[src/core/neg_pkg.sv]
package neg_pkg;

	// Register byte offsets on the AHB-Lite slave
	localparam logic [7:0] ADDR_CTRL      = 8'h00;
	localparam logic [7:0] ADDR_LOC_LO    = 8'h04;
	localparam logic [7:0] ADDR_LOC_HI    = 8'h08;
	localparam logic [7:0] ADDR_PART_LO   = 8'h0C;
	localparam logic [7:0] ADDR_PART_HI   = 8'h10;
	localparam logic [7:0] ADDR_STATUS    = 8'h14;

	// Control register fields
	localparam int CTRL_ENABLE    = 0;
	localparam int CTRL_BYPASS    = 1;
	localparam int CTRL_LOC_NP    = 2;
	localparam int CTRL_CONFIRM   = 3;
	localparam int CTRL_SEED_LOAD = 4;
	localparam int CTRL_LANE_LSB  = 8;
	localparam int CTRL_SEED_LSB  = 16;
	localparam logic [31:0] CTRL_RESET = 32'h00000F00;

	// Status register fields
	localparam int STAT_PAGE_AVAIL = 0;
	localparam int STAT_PARTNER_NP = 1;
	localparam int STAT_TX_VALID   = 2;
	localparam int STAT_STATE_LSB  = 4;
	localparam int STAT_NONCE_LSB  = 8;

	// Next-page codeword bit positions
	localparam int BIT_NP     = 15;
	localparam int BIT_ACK    = 14;
	localparam int BIT_MP     = 13;
	localparam int BIT_TOGGLE = 12;
	localparam int BIT_ACK2   = 11;

	// Null message page code in bits 10:0
	localparam logic [10:0] NULL_MESSAGE = 11'h001;

	// Nonce generator taps, x8+x6+x5+x4+1 in Galois form
	localparam logic [7:0] NONCE_TAPS    = 8'hB8;
	localparam logic [7:0] NONCE_NONZERO = 8'h01;

	// Training frame length in clock cycles
	localparam int FRAME_CYCLES = 64;
	localparam int LANES        = 4;

	// Negotiation sequencer states
	typedef enum logic [1:0] {
		ST_OFF    = 2'b00,
		ST_BYPASS = 2'b01,
		ST_PAGES  = 2'b10,
		ST_TRAIN  = 2'b11
	} neg_state_t;

endpackage

[src/core/frame_pulse.sv]
`timescale 1ns/1ps

module frame_pulse #(
	parameter int FRAME_LEN = 64
) (
	input  wire logic core_clk,
	input  wire logic rst_sync_n,
	input  wire logic run,
	output logic      start
);

	localparam int CW = $clog2(FRAME_LEN);

	logic [CW-1:0] count_q;   // Position inside the current frame

	// Frame position; restarts from zero whenever the lane is stopped
	always_ff @(posedge core_clk or negedge rst_sync_n) begin
		if (!rst_sync_n) begin
			count_q <= '0;
		end else if (!run || count_q == CW'(FRAME_LEN - 1)) begin
			count_q <= '0;
		end else begin
			count_q <= count_q + 1'b1;
		end
	end

	// Registered one-cycle strobe, in the cycle after the frame position is zero
	always_ff @(posedge core_clk or negedge rst_sync_n) begin
		if (!rst_sync_n) begin
			start <= 1'b0;
		end else begin
			start <= run && count_q == '0;
		end
	end

endmodule

[src/core/negotiation_ctrl.sv]
// The placing of the registers and register access over AHB-Lite were chosen for this implementation.
`timescale 1ns/1ps

module negotiation_ctrl #(
	parameter int FRAME_LEN = neg_pkg::FRAME_CYCLES
) (
	input  wire logic        core_clk,
	input  wire logic        rst_n,
	input  wire logic        hsel,
	input  wire logic [31:0] haddr,
	input  wire logic [1:0]  htrans,
	input  wire logic        hwrite,
	input  wire logic [2:0]  hsize,
	input  wire logic [31:0] hwdata,
	input  wire logic        hready,
	output logic             hreadyout,
	output logic [31:0]      hrdata,
	output logic             hresp,
	input  wire logic [47:0] partner_page_in,
	input  wire logic        partner_page_strobe,
	output logic [47:0]      tx_page_word,
	output logic             tx_page_valid,
	output logic [47:0]      partner_next_page_word,
	output logic [3:0]       training_frame_start,
	output logic             pcs_direct_connect,
	output logic             negotiation_active
);

	// Reset release synchroniser; the clock is assumed free running
	logic rst_meta_q;
	logic rst_sync_n;

	// Bus data-phase capture
	logic       wr_pend_q;    // Write data phase in progress
	logic       rd_pend_q;    // Read data phase, first (wait) cycle
	logic [7:0] addr_q;       // Word-aligned byte offset captured at the address phase

	// Software registers
	logic [31:0] ctrl_q;         // Enable, bypass, flag, lane mask, seed
	logic [47:0] local_word_q;   // Host-supplied next-page word
	logic        confirm_q;      // One-cycle read-confirm strobe from software
	logic        seed_load_q;    // One-cycle seed load strobe

	// Partner link capture
	logic        strobe_meta_q;
	logic        strobe_sync_q;
	logic        strobe_last_q;
	logic        page_avail_q;    // Unread partner page waiting for the host
	logic        partner_more_q;  // Partner announced further pages

	// Sequencer and transmit side
	neg_pkg::neg_state_t state_q;
	logic        toggle_q;        // Toggle bit for the next page fetched
	logic [7:0]  nonce_q;         // Nonce polynomial generator state

	logic        addr_phase;
	logic        wr_en;
	logic        new_page;
	logic        enable;
	logic        bypass;
	logic        loc_flag;
	logic [47:0] next_tx;
	logic [31:0] rd_mux;

	assign enable   = ctrl_q[neg_pkg::CTRL_ENABLE];
	assign bypass   = ctrl_q[neg_pkg::CTRL_BYPASS];
	assign loc_flag = ctrl_q[neg_pkg::CTRL_LOC_NP];

	// Async assert, synchronous release of the negotiation reset
	always_ff @(posedge core_clk or negedge rst_n) begin
		if (!rst_n) begin
			rst_meta_q <= 1'b0;
			rst_sync_n <= 1'b0;
		end else begin
			rst_meta_q <= 1'b1;
			rst_sync_n <= rst_meta_q;
		end
	end

	// Only NONSEQ/SEQ transfers while the bus is ready start a data phase
	assign addr_phase = hsel && hready && htrans[1];

	// Capture the address phase; reads get one wait cycle for a fresh read
	always_ff @(posedge core_clk or negedge rst_sync_n) begin
		if (!rst_sync_n) begin
			wr_pend_q <= 1'b0;
			rd_pend_q <= 1'b0;
			addr_q    <= 8'h00;
		end else begin
			wr_pend_q <= addr_phase && hwrite;
			rd_pend_q <= addr_phase && !hwrite;
			if (addr_phase) begin
				addr_q <= {haddr[7:2], 2'b00};
			end
		end
	end

	// Wait state only in the first read data cycle; never an error
	assign hreadyout = !rd_pend_q;
	assign hresp     = 1'b0;
	assign wr_en     = wr_pend_q;

	// Read multiplexer; unmapped offsets read as zero
	always_comb begin
		rd_mux = 32'h00000000;
		unique case (addr_q)
			neg_pkg::ADDR_CTRL:    rd_mux = ctrl_q;
			neg_pkg::ADDR_LOC_LO:  rd_mux = local_word_q[31:0];
			neg_pkg::ADDR_LOC_HI:  rd_mux = {16'h0000, local_word_q[47:32]};
			neg_pkg::ADDR_PART_LO: rd_mux = partner_next_page_word[31:0];
			neg_pkg::ADDR_PART_HI: rd_mux = {16'h0000, partner_next_page_word[47:32]};
			neg_pkg::ADDR_STATUS: begin
				rd_mux[neg_pkg::STAT_PAGE_AVAIL]                   = page_avail_q;
				rd_mux[neg_pkg::STAT_PARTNER_NP]                   = partner_more_q;
				rd_mux[neg_pkg::STAT_TX_VALID]                     = tx_page_valid;
				rd_mux[neg_pkg::STAT_STATE_LSB +: 2]               = state_q;
				rd_mux[neg_pkg::STAT_NONCE_LSB +: 8]               = nonce_q;
			end
			default: rd_mux = 32'h00000000;
		endcase
	end

	// Read data is registered in the wait cycle and held afterwards
	always_ff @(posedge core_clk or negedge rst_sync_n) begin
		if (!rst_sync_n) begin
			hrdata <= 32'h00000000;
		end else if (rd_pend_q) begin
			hrdata <= rd_mux;
		end
	end

	// Control register; confirm and seed-load bits are strobes, never stored
	always_ff @(posedge core_clk or negedge rst_sync_n) begin
		if (!rst_sync_n) begin
			ctrl_q      <= neg_pkg::CTRL_RESET;
			confirm_q   <= 1'b0;
			seed_load_q <= 1'b0;
		end else begin
			confirm_q   <= 1'b0;
			seed_load_q <= 1'b0;
			if (wr_en && addr_q == neg_pkg::ADDR_CTRL) begin
				ctrl_q <= hwdata & ~((32'h1 << neg_pkg::CTRL_CONFIRM)
					| (32'h1 << neg_pkg::CTRL_SEED_LOAD));
				confirm_q   <= hwdata[neg_pkg::CTRL_CONFIRM];
				seed_load_q <= hwdata[neg_pkg::CTRL_SEED_LOAD];
			end
		end
	end

	// Host next-page word, written in two halves
	always_ff @(posedge core_clk or negedge rst_sync_n) begin
		if (!rst_sync_n) begin
			local_word_q <= 48'h000000000000;
		end else if (wr_en && addr_q == neg_pkg::ADDR_LOC_LO) begin
			local_word_q[31:0] <= hwdata;
		end else if (wr_en && addr_q == neg_pkg::ADDR_LOC_HI) begin
			local_word_q[47:32] <= hwdata[15:0];
		end
	end

	// Partner strobe crosses in from the link; edge taken after two flops
	always_ff @(posedge core_clk or negedge rst_sync_n) begin
		if (!rst_sync_n) begin
			strobe_meta_q <= 1'b0;
			strobe_sync_q <= 1'b0;
			strobe_last_q <= 1'b0;
		end else begin
			strobe_meta_q <= partner_page_strobe;
			strobe_sync_q <= strobe_meta_q;
			strobe_last_q <= strobe_sync_q;
		end
	end

	// Partner holds its word steady while the strobe is high
	assign new_page = strobe_sync_q && !strobe_last_q && state_q == neg_pkg::ST_PAGES;

	// Latest partner page and its flags; a new page wins over the confirm
	always_ff @(posedge core_clk or negedge rst_sync_n) begin
		if (!rst_sync_n) begin
			partner_next_page_word <= 48'h000000000000;
			partner_more_q         <= 1'b0;
			page_avail_q           <= 1'b0;
		end else if (new_page) begin
			partner_next_page_word <= partner_page_in;
			partner_more_q         <= partner_page_in[neg_pkg::BIT_NP];
			page_avail_q           <= 1'b1;
		end else if (confirm_q) begin
			page_avail_q <= 1'b0;
		end
	end

	// Next outgoing page: host word with generated control bits, or a null
	always_comb begin
		next_tx = 48'h000000000000;
		if (loc_flag) begin
			next_tx = local_word_q;
			next_tx[neg_pkg::BIT_MP] = local_word_q[neg_pkg::BIT_MP];
		end else begin
			next_tx[10:0] = neg_pkg::NULL_MESSAGE;
			next_tx[neg_pkg::BIT_MP] = 1'b1;
		end
		next_tx[neg_pkg::BIT_NP]     = loc_flag;
		// The page fetched by a host confirm carries the acknowledge itself
		next_tx[neg_pkg::BIT_ACK]    = confirm_q;
		next_tx[neg_pkg::BIT_TOGGLE] = toggle_q;
		next_tx[neg_pkg::BIT_ACK2]   = 1'b0;
	end

	// Negotiation sequencer
	always_ff @(posedge core_clk or negedge rst_sync_n) begin
		if (!rst_sync_n) begin
			state_q <= neg_pkg::ST_OFF;
		end else if (bypass) begin
			state_q <= neg_pkg::ST_BYPASS;
		end else if (!enable) begin
			state_q <= neg_pkg::ST_OFF;
		end else begin
			unique case (state_q)
				neg_pkg::ST_OFF, neg_pkg::ST_BYPASS: begin
					// Without a local page the sequencer goes straight to training
					state_q <= loc_flag ? neg_pkg::ST_PAGES : neg_pkg::ST_TRAIN;
				end
				neg_pkg::ST_PAGES: begin
					if (confirm_q && !loc_flag && !partner_more_q && !new_page) begin
						state_q <= neg_pkg::ST_TRAIN;
					end
				end
				neg_pkg::ST_TRAIN: begin
					// A later partner page is taken up with null pages
					if (strobe_sync_q && !strobe_last_q) begin
						state_q <= neg_pkg::ST_PAGES;
					end
				end
			endcase
		end
	end

	// Transmit page: fetched on entry and on every host confirm
	always_ff @(posedge core_clk or negedge rst_sync_n) begin
		if (!rst_sync_n) begin
			tx_page_word  <= 48'h000000000000;
			tx_page_valid <= 1'b0;
			toggle_q      <= 1'b0;
		end else if (state_q != neg_pkg::ST_PAGES || bypass || !enable) begin
			// Drops with the state change, so no page outlives bypass or disable
			tx_page_valid <= 1'b0;
			toggle_q      <= 1'b0;
		end else if (!tx_page_valid || confirm_q) begin
			tx_page_word  <= next_tx;
			tx_page_valid <= 1'b1;
			toggle_q      <= !toggle_q;
		end
	end

	// Nonce generator: seeded by software, steps while negotiating
	always_ff @(posedge core_clk or negedge rst_sync_n) begin
		if (!rst_sync_n) begin
			nonce_q <= neg_pkg::NONCE_NONZERO;
		end else if (seed_load_q) begin
			// An all-zero seed would lock the generator
			nonce_q <= (ctrl_q[neg_pkg::CTRL_SEED_LSB +: 8] == 8'h00)
				? neg_pkg::NONCE_NONZERO : ctrl_q[neg_pkg::CTRL_SEED_LSB +: 8];
		end else if (negotiation_active) begin
			nonce_q <= nonce_q[0] ? ((nonce_q >> 1) ^ neg_pkg::NONCE_TAPS) : (nonce_q >> 1);
		end
	end

	assign negotiation_active = state_q == neg_pkg::ST_PAGES || state_q == neg_pkg::ST_TRAIN;
	assign pcs_direct_connect = state_q == neg_pkg::ST_BYPASS;

	// One frame timer per lane; bit index is the lane number
	for (genvar lane = 0; lane < neg_pkg::LANES; lane++) begin : g_lane
		frame_pulse #(
			.FRAME_LEN (FRAME_LEN)
		) u_frame (
			.core_clk   (core_clk),
			.rst_sync_n (rst_sync_n),
			.run        (state_q == neg_pkg::ST_TRAIN && ctrl_q[neg_pkg::CTRL_LANE_LSB + lane]),
			.start      (training_frame_start[lane])
		);
	end

endmodule

[config.mk]
export PLATFORM = sky130hd
export DESIGN_NAME = negotiation_ctrl
export DESIGN_NICKNAME = d
export VERILOG_FILES = /design/src/core/neg_pkg.sv /design/src/core/frame_pulse.sv /design/src/core/negotiation_ctrl.sv
export SDC_FILE = /design/constraint.sdc
export NUM_CORES = 1
export LEC_CHECK = 0
export BUFFER_PORTS_ARGS = -buffer_cell sky130_fd_sc_hd__buf_2
export CORE_MARGIN = 1.5
export CORE_UTILIZATION = 50
export CTS_CLUSTER_SIZE = 20
export DETAILED_ROUTE_END_ITERATION = 16
export GPL_ROUTABILITY_DRIVEN = 1
export MAX_ROUTING_LAYER = met4
export PLACE_DENSITY = 0.78
export SYNTH_ARGS = -nofsm -noshare
export SYNTH_HDL_FRONTEND = slang
export SYNTH_SLANG_ARGS = --single-unit
[constraint.sdc]
create_clock -name core_clk -period 9 [get_ports core_clk]
set_input_delay 0.9 -clock core_clk [delete_from_list [all_inputs] [get_ports core_clk]]
set_output_delay 0.9 -clock core_clk [all_outputs]
set_load 0.05 [all_outputs]
==> results.sh <==
export IMPL_yosys_top_cells_area="dfrtp_1, mux2_2, nand2_1"
export IMPL_synth_top_cell_by_area="dfrtp_1"
export IMPL_grt_use_total_pct=25.58
export IMPL_synth_top_area_share_pct=57.12
export IMPL_slew_violations=0
export IMPL_cp_data_arrival_time_ns=3.32
export IMPL_nNetsFinal=1279
export IMPL_mostFrequentLayoutCells="dfrtp_1, buf_2, mux2_2, nand2_1, o21ai_0"
export IMPL_ys_flop_type="dfrtp_1"
export IMPL_clock_fmax_mhz=344.1
export IMPL_syn_area_per_cell_um2=11.89
export IMPL_hp_class="in2async"
export IMPL_initial_core_util_pct=51.23
export IMPL_hold_viol=0
export IMPL_yosys_warnings=0
export IMPL_final_area_um2=13400
export IMPL_timing_rr_end="ctrl_q[27]$_DFFE_PN0P_"
export IMPL_async_flop_share_pct=100.0
export IMPL_max_slew_margin_pct=28.53
export IMPL_drv_cap=0
export IMPL_antenna_found_initial=4
export IMPL_rsz0062_at_grt="false"
export IMPL_cts_made_buffers=28
export IMPL_p_per_area_nw_per_um2=333.4
export IMPL_grt_overflow=0
export IMPL_min_period_ns=2.906
export IMPL_yosysUniqueCellTypes=49
export IMPL_fin_skew_ns=0.01070
export IMPL_dp_hpwl_um=19650
export IMPL_r2r_start="addr_q[5]$_DFFE_PN0P_"
export IMPL_num_fill_cells=1741
export IMPL_ctsResizeCount=0
export IMPL_antenna_left=0
export IMPL_grt_max_degree=68
export IMPL_die_x_um=152.8
export IMPL_cp_max_fo=32
export IMPL_num_rows=54
export IMPL_drc=0
export IMPL_dr_pass1_iters=5
export IMPL_routedWlPerCell_um=19.85
export IMPL_path_clk_slew_ns=0.06
export IMPL_end_kind="register"
export IMPL_area_growth_pct=19.46
export IMPL_clkSinkCount=261
export IMPL_synth_edf_count=0
export IMPL_fin_total_pwr_w=0.004466
export IMPL_clk_latency_ns=0.54
export IMPL_clockRootBuffer="clkbuf_16"
export IMPL_r2r_cells=3
export IMPL_cts_setup_buffers=0
export IMPL_coreArea_um2=21890
export IMPL_htreeDepth=1
export IMPL_pre_cts_slack_ns=6.091
export IMPL_io_buffers=227
export IMPL_timing_worst_slew_pin_value_ns=1.072
export IMPL_chipHeight_um=152.8
export IMPL_synth_seq_cells=261
export IMPL_io_pins=260
export IMPL_ys_seq_area_share_pct=58.30
export IMPL_cts_hold_buf=0
export IMPL_vias_per_cell=5.506
export IMPL_peakVddDrop_mv=0.2150
export IMPL_finalWirelength_um=28860
export IMPL_final_common_cell="dfrtp_1"
export IMPL_gp_congestion=0.8353
export IMPL_drive_above_1_share_pct=37.35
export IMPL_setup_viol=0
export IMPL_path_class="reg2reg"
export IMPL_routed_via_count=8005
export IMPL_drt_initial_drc_count=311
export IMPL_syn_inst=943
export IMPL_r2r_slack_ns=6.09
export IMPL_grt_pass1_wl_um=45500
export IMPL_syn_area_um2=11210
export IMPL_cts_tree="yes"
export IMPL_period_share_pct=32.29
export IMPL_crit_required_ns=9.41
export IMPL_layout_setup_ws_ns=6.094
export IMPL_die_area_um2=23340
export IMPL_fin_tns_setup_ns=0
export IMPL_status="completed"
export IMPL_p_leak_nw=6.368
export IMPL_cp_start_kind="register"
export IMPL_placed_area_um2=12480
export IMPL_clk_path_buf_depth=3
export IMPL_grt_pass1_vias=8190
-- state kept, by name (all words and copies together) (netlist names), 2 cells and up --
| name | count |
|---|---|
| local_word_q | 48 |
| partner_next_page_word | 48 |
| tx_page_word | 47 |
| hrdata | 32 |
| ctrl_q | 30 |
| g_lane.u_frame.count_q | 24 |
| nonce_q | 8 |
| addr_q | 6 |
| g_lane.u_frame.start | 4 |
| state_q | 2 |
-- layer usage --
| layer | GRT usage, % | vias to the layer above | wire (µm) |
|---|---|---|---|
| met4 | 8.059 | 0 | 915 |
| met3 | 5.518 | 56 | 2042 |
| met5 | - | - | 0 |
| met2 | 41.96 | 290 | 13950 |
| met1 | 31.77 | 3961 | 11960 |
| li1 | - | 3698 | - |
-- worst max-delay path, stage by stage (launching register included) --
cell and delay, ns:
dfrtp_1 0.43, nor4_4 0.73, nand3_2 0.95, mux2_1 0.66
-- power breakdown --
| group | internal, W | leakage [nW] | switching, W |
|---|---|---|---|
| Combinational | 0.000444 | 2.67 | 0.00116 |
| Clock | 0.000661 | 0.446 | 0.000461 |
| Sequential | 0.00148 | 3.25 | 0.000263 |
-- cells in the mapped netlist, types with 7 or more instances --
library cell and number:
a22oi_1 13, inv_1 19, nand3_1 15, nor2_1 59
xnor2_1 12, a31oi_1 7, buf_2 17, ha_1 8
xor2_1 8, nand2_1 117, clkbuf_1 33, o2bb2ai_1 20
buf_4 12, mux2_2 136, o21ai_0 72, dfrtp_1 256
mux2i_1 33, and3_1 7, o22a_1 7, a21oi_1 25
nor2b_1 10, o22ai_1 7
-- cell families (layout without fill, tap and decap cells) --
| logic type | after synthesis | in the layout | synth area share, % |
|---|---|---|---|
| flops | 261 | 261 | 58.30 |
| xor+xnor | 20 | 20 | 1.562 |
| fa+ha+maj | 8 | 8 | 0.8926 |
| buf+inv | 83 | 309 | 3.436 |
| other cells | 2 | 7 | 0.06697 |
| mux | 176 | 176 | 17.71 |
| compound gates | 159 | 159 | 8.691 |
| simple gates | 234 | 234 | 9.349 |
-- layout make-up --
type,instances,area [µm²],share of cell area (%)
flip-flops and latches,261,6545,48.86
multi-input cells,600,4297,32.07
repair buffers,238,1219,9.097
clock buffers,43,828.3,6.183
well taps,280,350.3,2.615
clock inverters,9,76.32,0.5697
inverters,19,71.32,0.5324
diodes,4,10.01,0.07472
-- per-stage QoR --
step           cells  hold WS (ns)  util [%]
2_1_floorplan    944        0.3312         -
3_3_place_gp    1398        0.3367     57.02
3_5_place_dp    1398        0.3364     57.02
4_1_cts         1450        0.1285     61.15
5_1_grt         1454        0.1301     61.20
6_report        1454        0.1434     61.20
-- worst max-delay path by stage --
| stage | startpoint | end | slack [ns] |
|---|---|---|---|
| after detailed placement | addr_q[5]$_DFFE_PN0P_ | ctrl_q[27]$_DFFE_PN0P_ | 6.09 |
| after floorplan | rst_sync_n$_DFF_PN0_ | addr_q[2]$_DFFE_PN0P_ | 1.20 |
| after global placement | addr_q[5]$_DFFE_PN0P_ | ctrl_q[27]$_DFFE_PN0P_ | 6.16 |
| final | addr_q[5]$_DFFE_PN0P_ | ctrl_q[27]$_DFFE_PN0P_ | 6.09 |
| after CTS | addr_q[5]$_DFFE_PN0P_ | ctrl_q[27]$_DFFE_PN0P_ | 6.07 |
| after global routing | addr_q[5]$_DFFE_PN0P_ | ctrl_q[27]$_DFFE_PN0P_ | 5.95 |
Note: power is estimated with default switching activity, not from simulation.
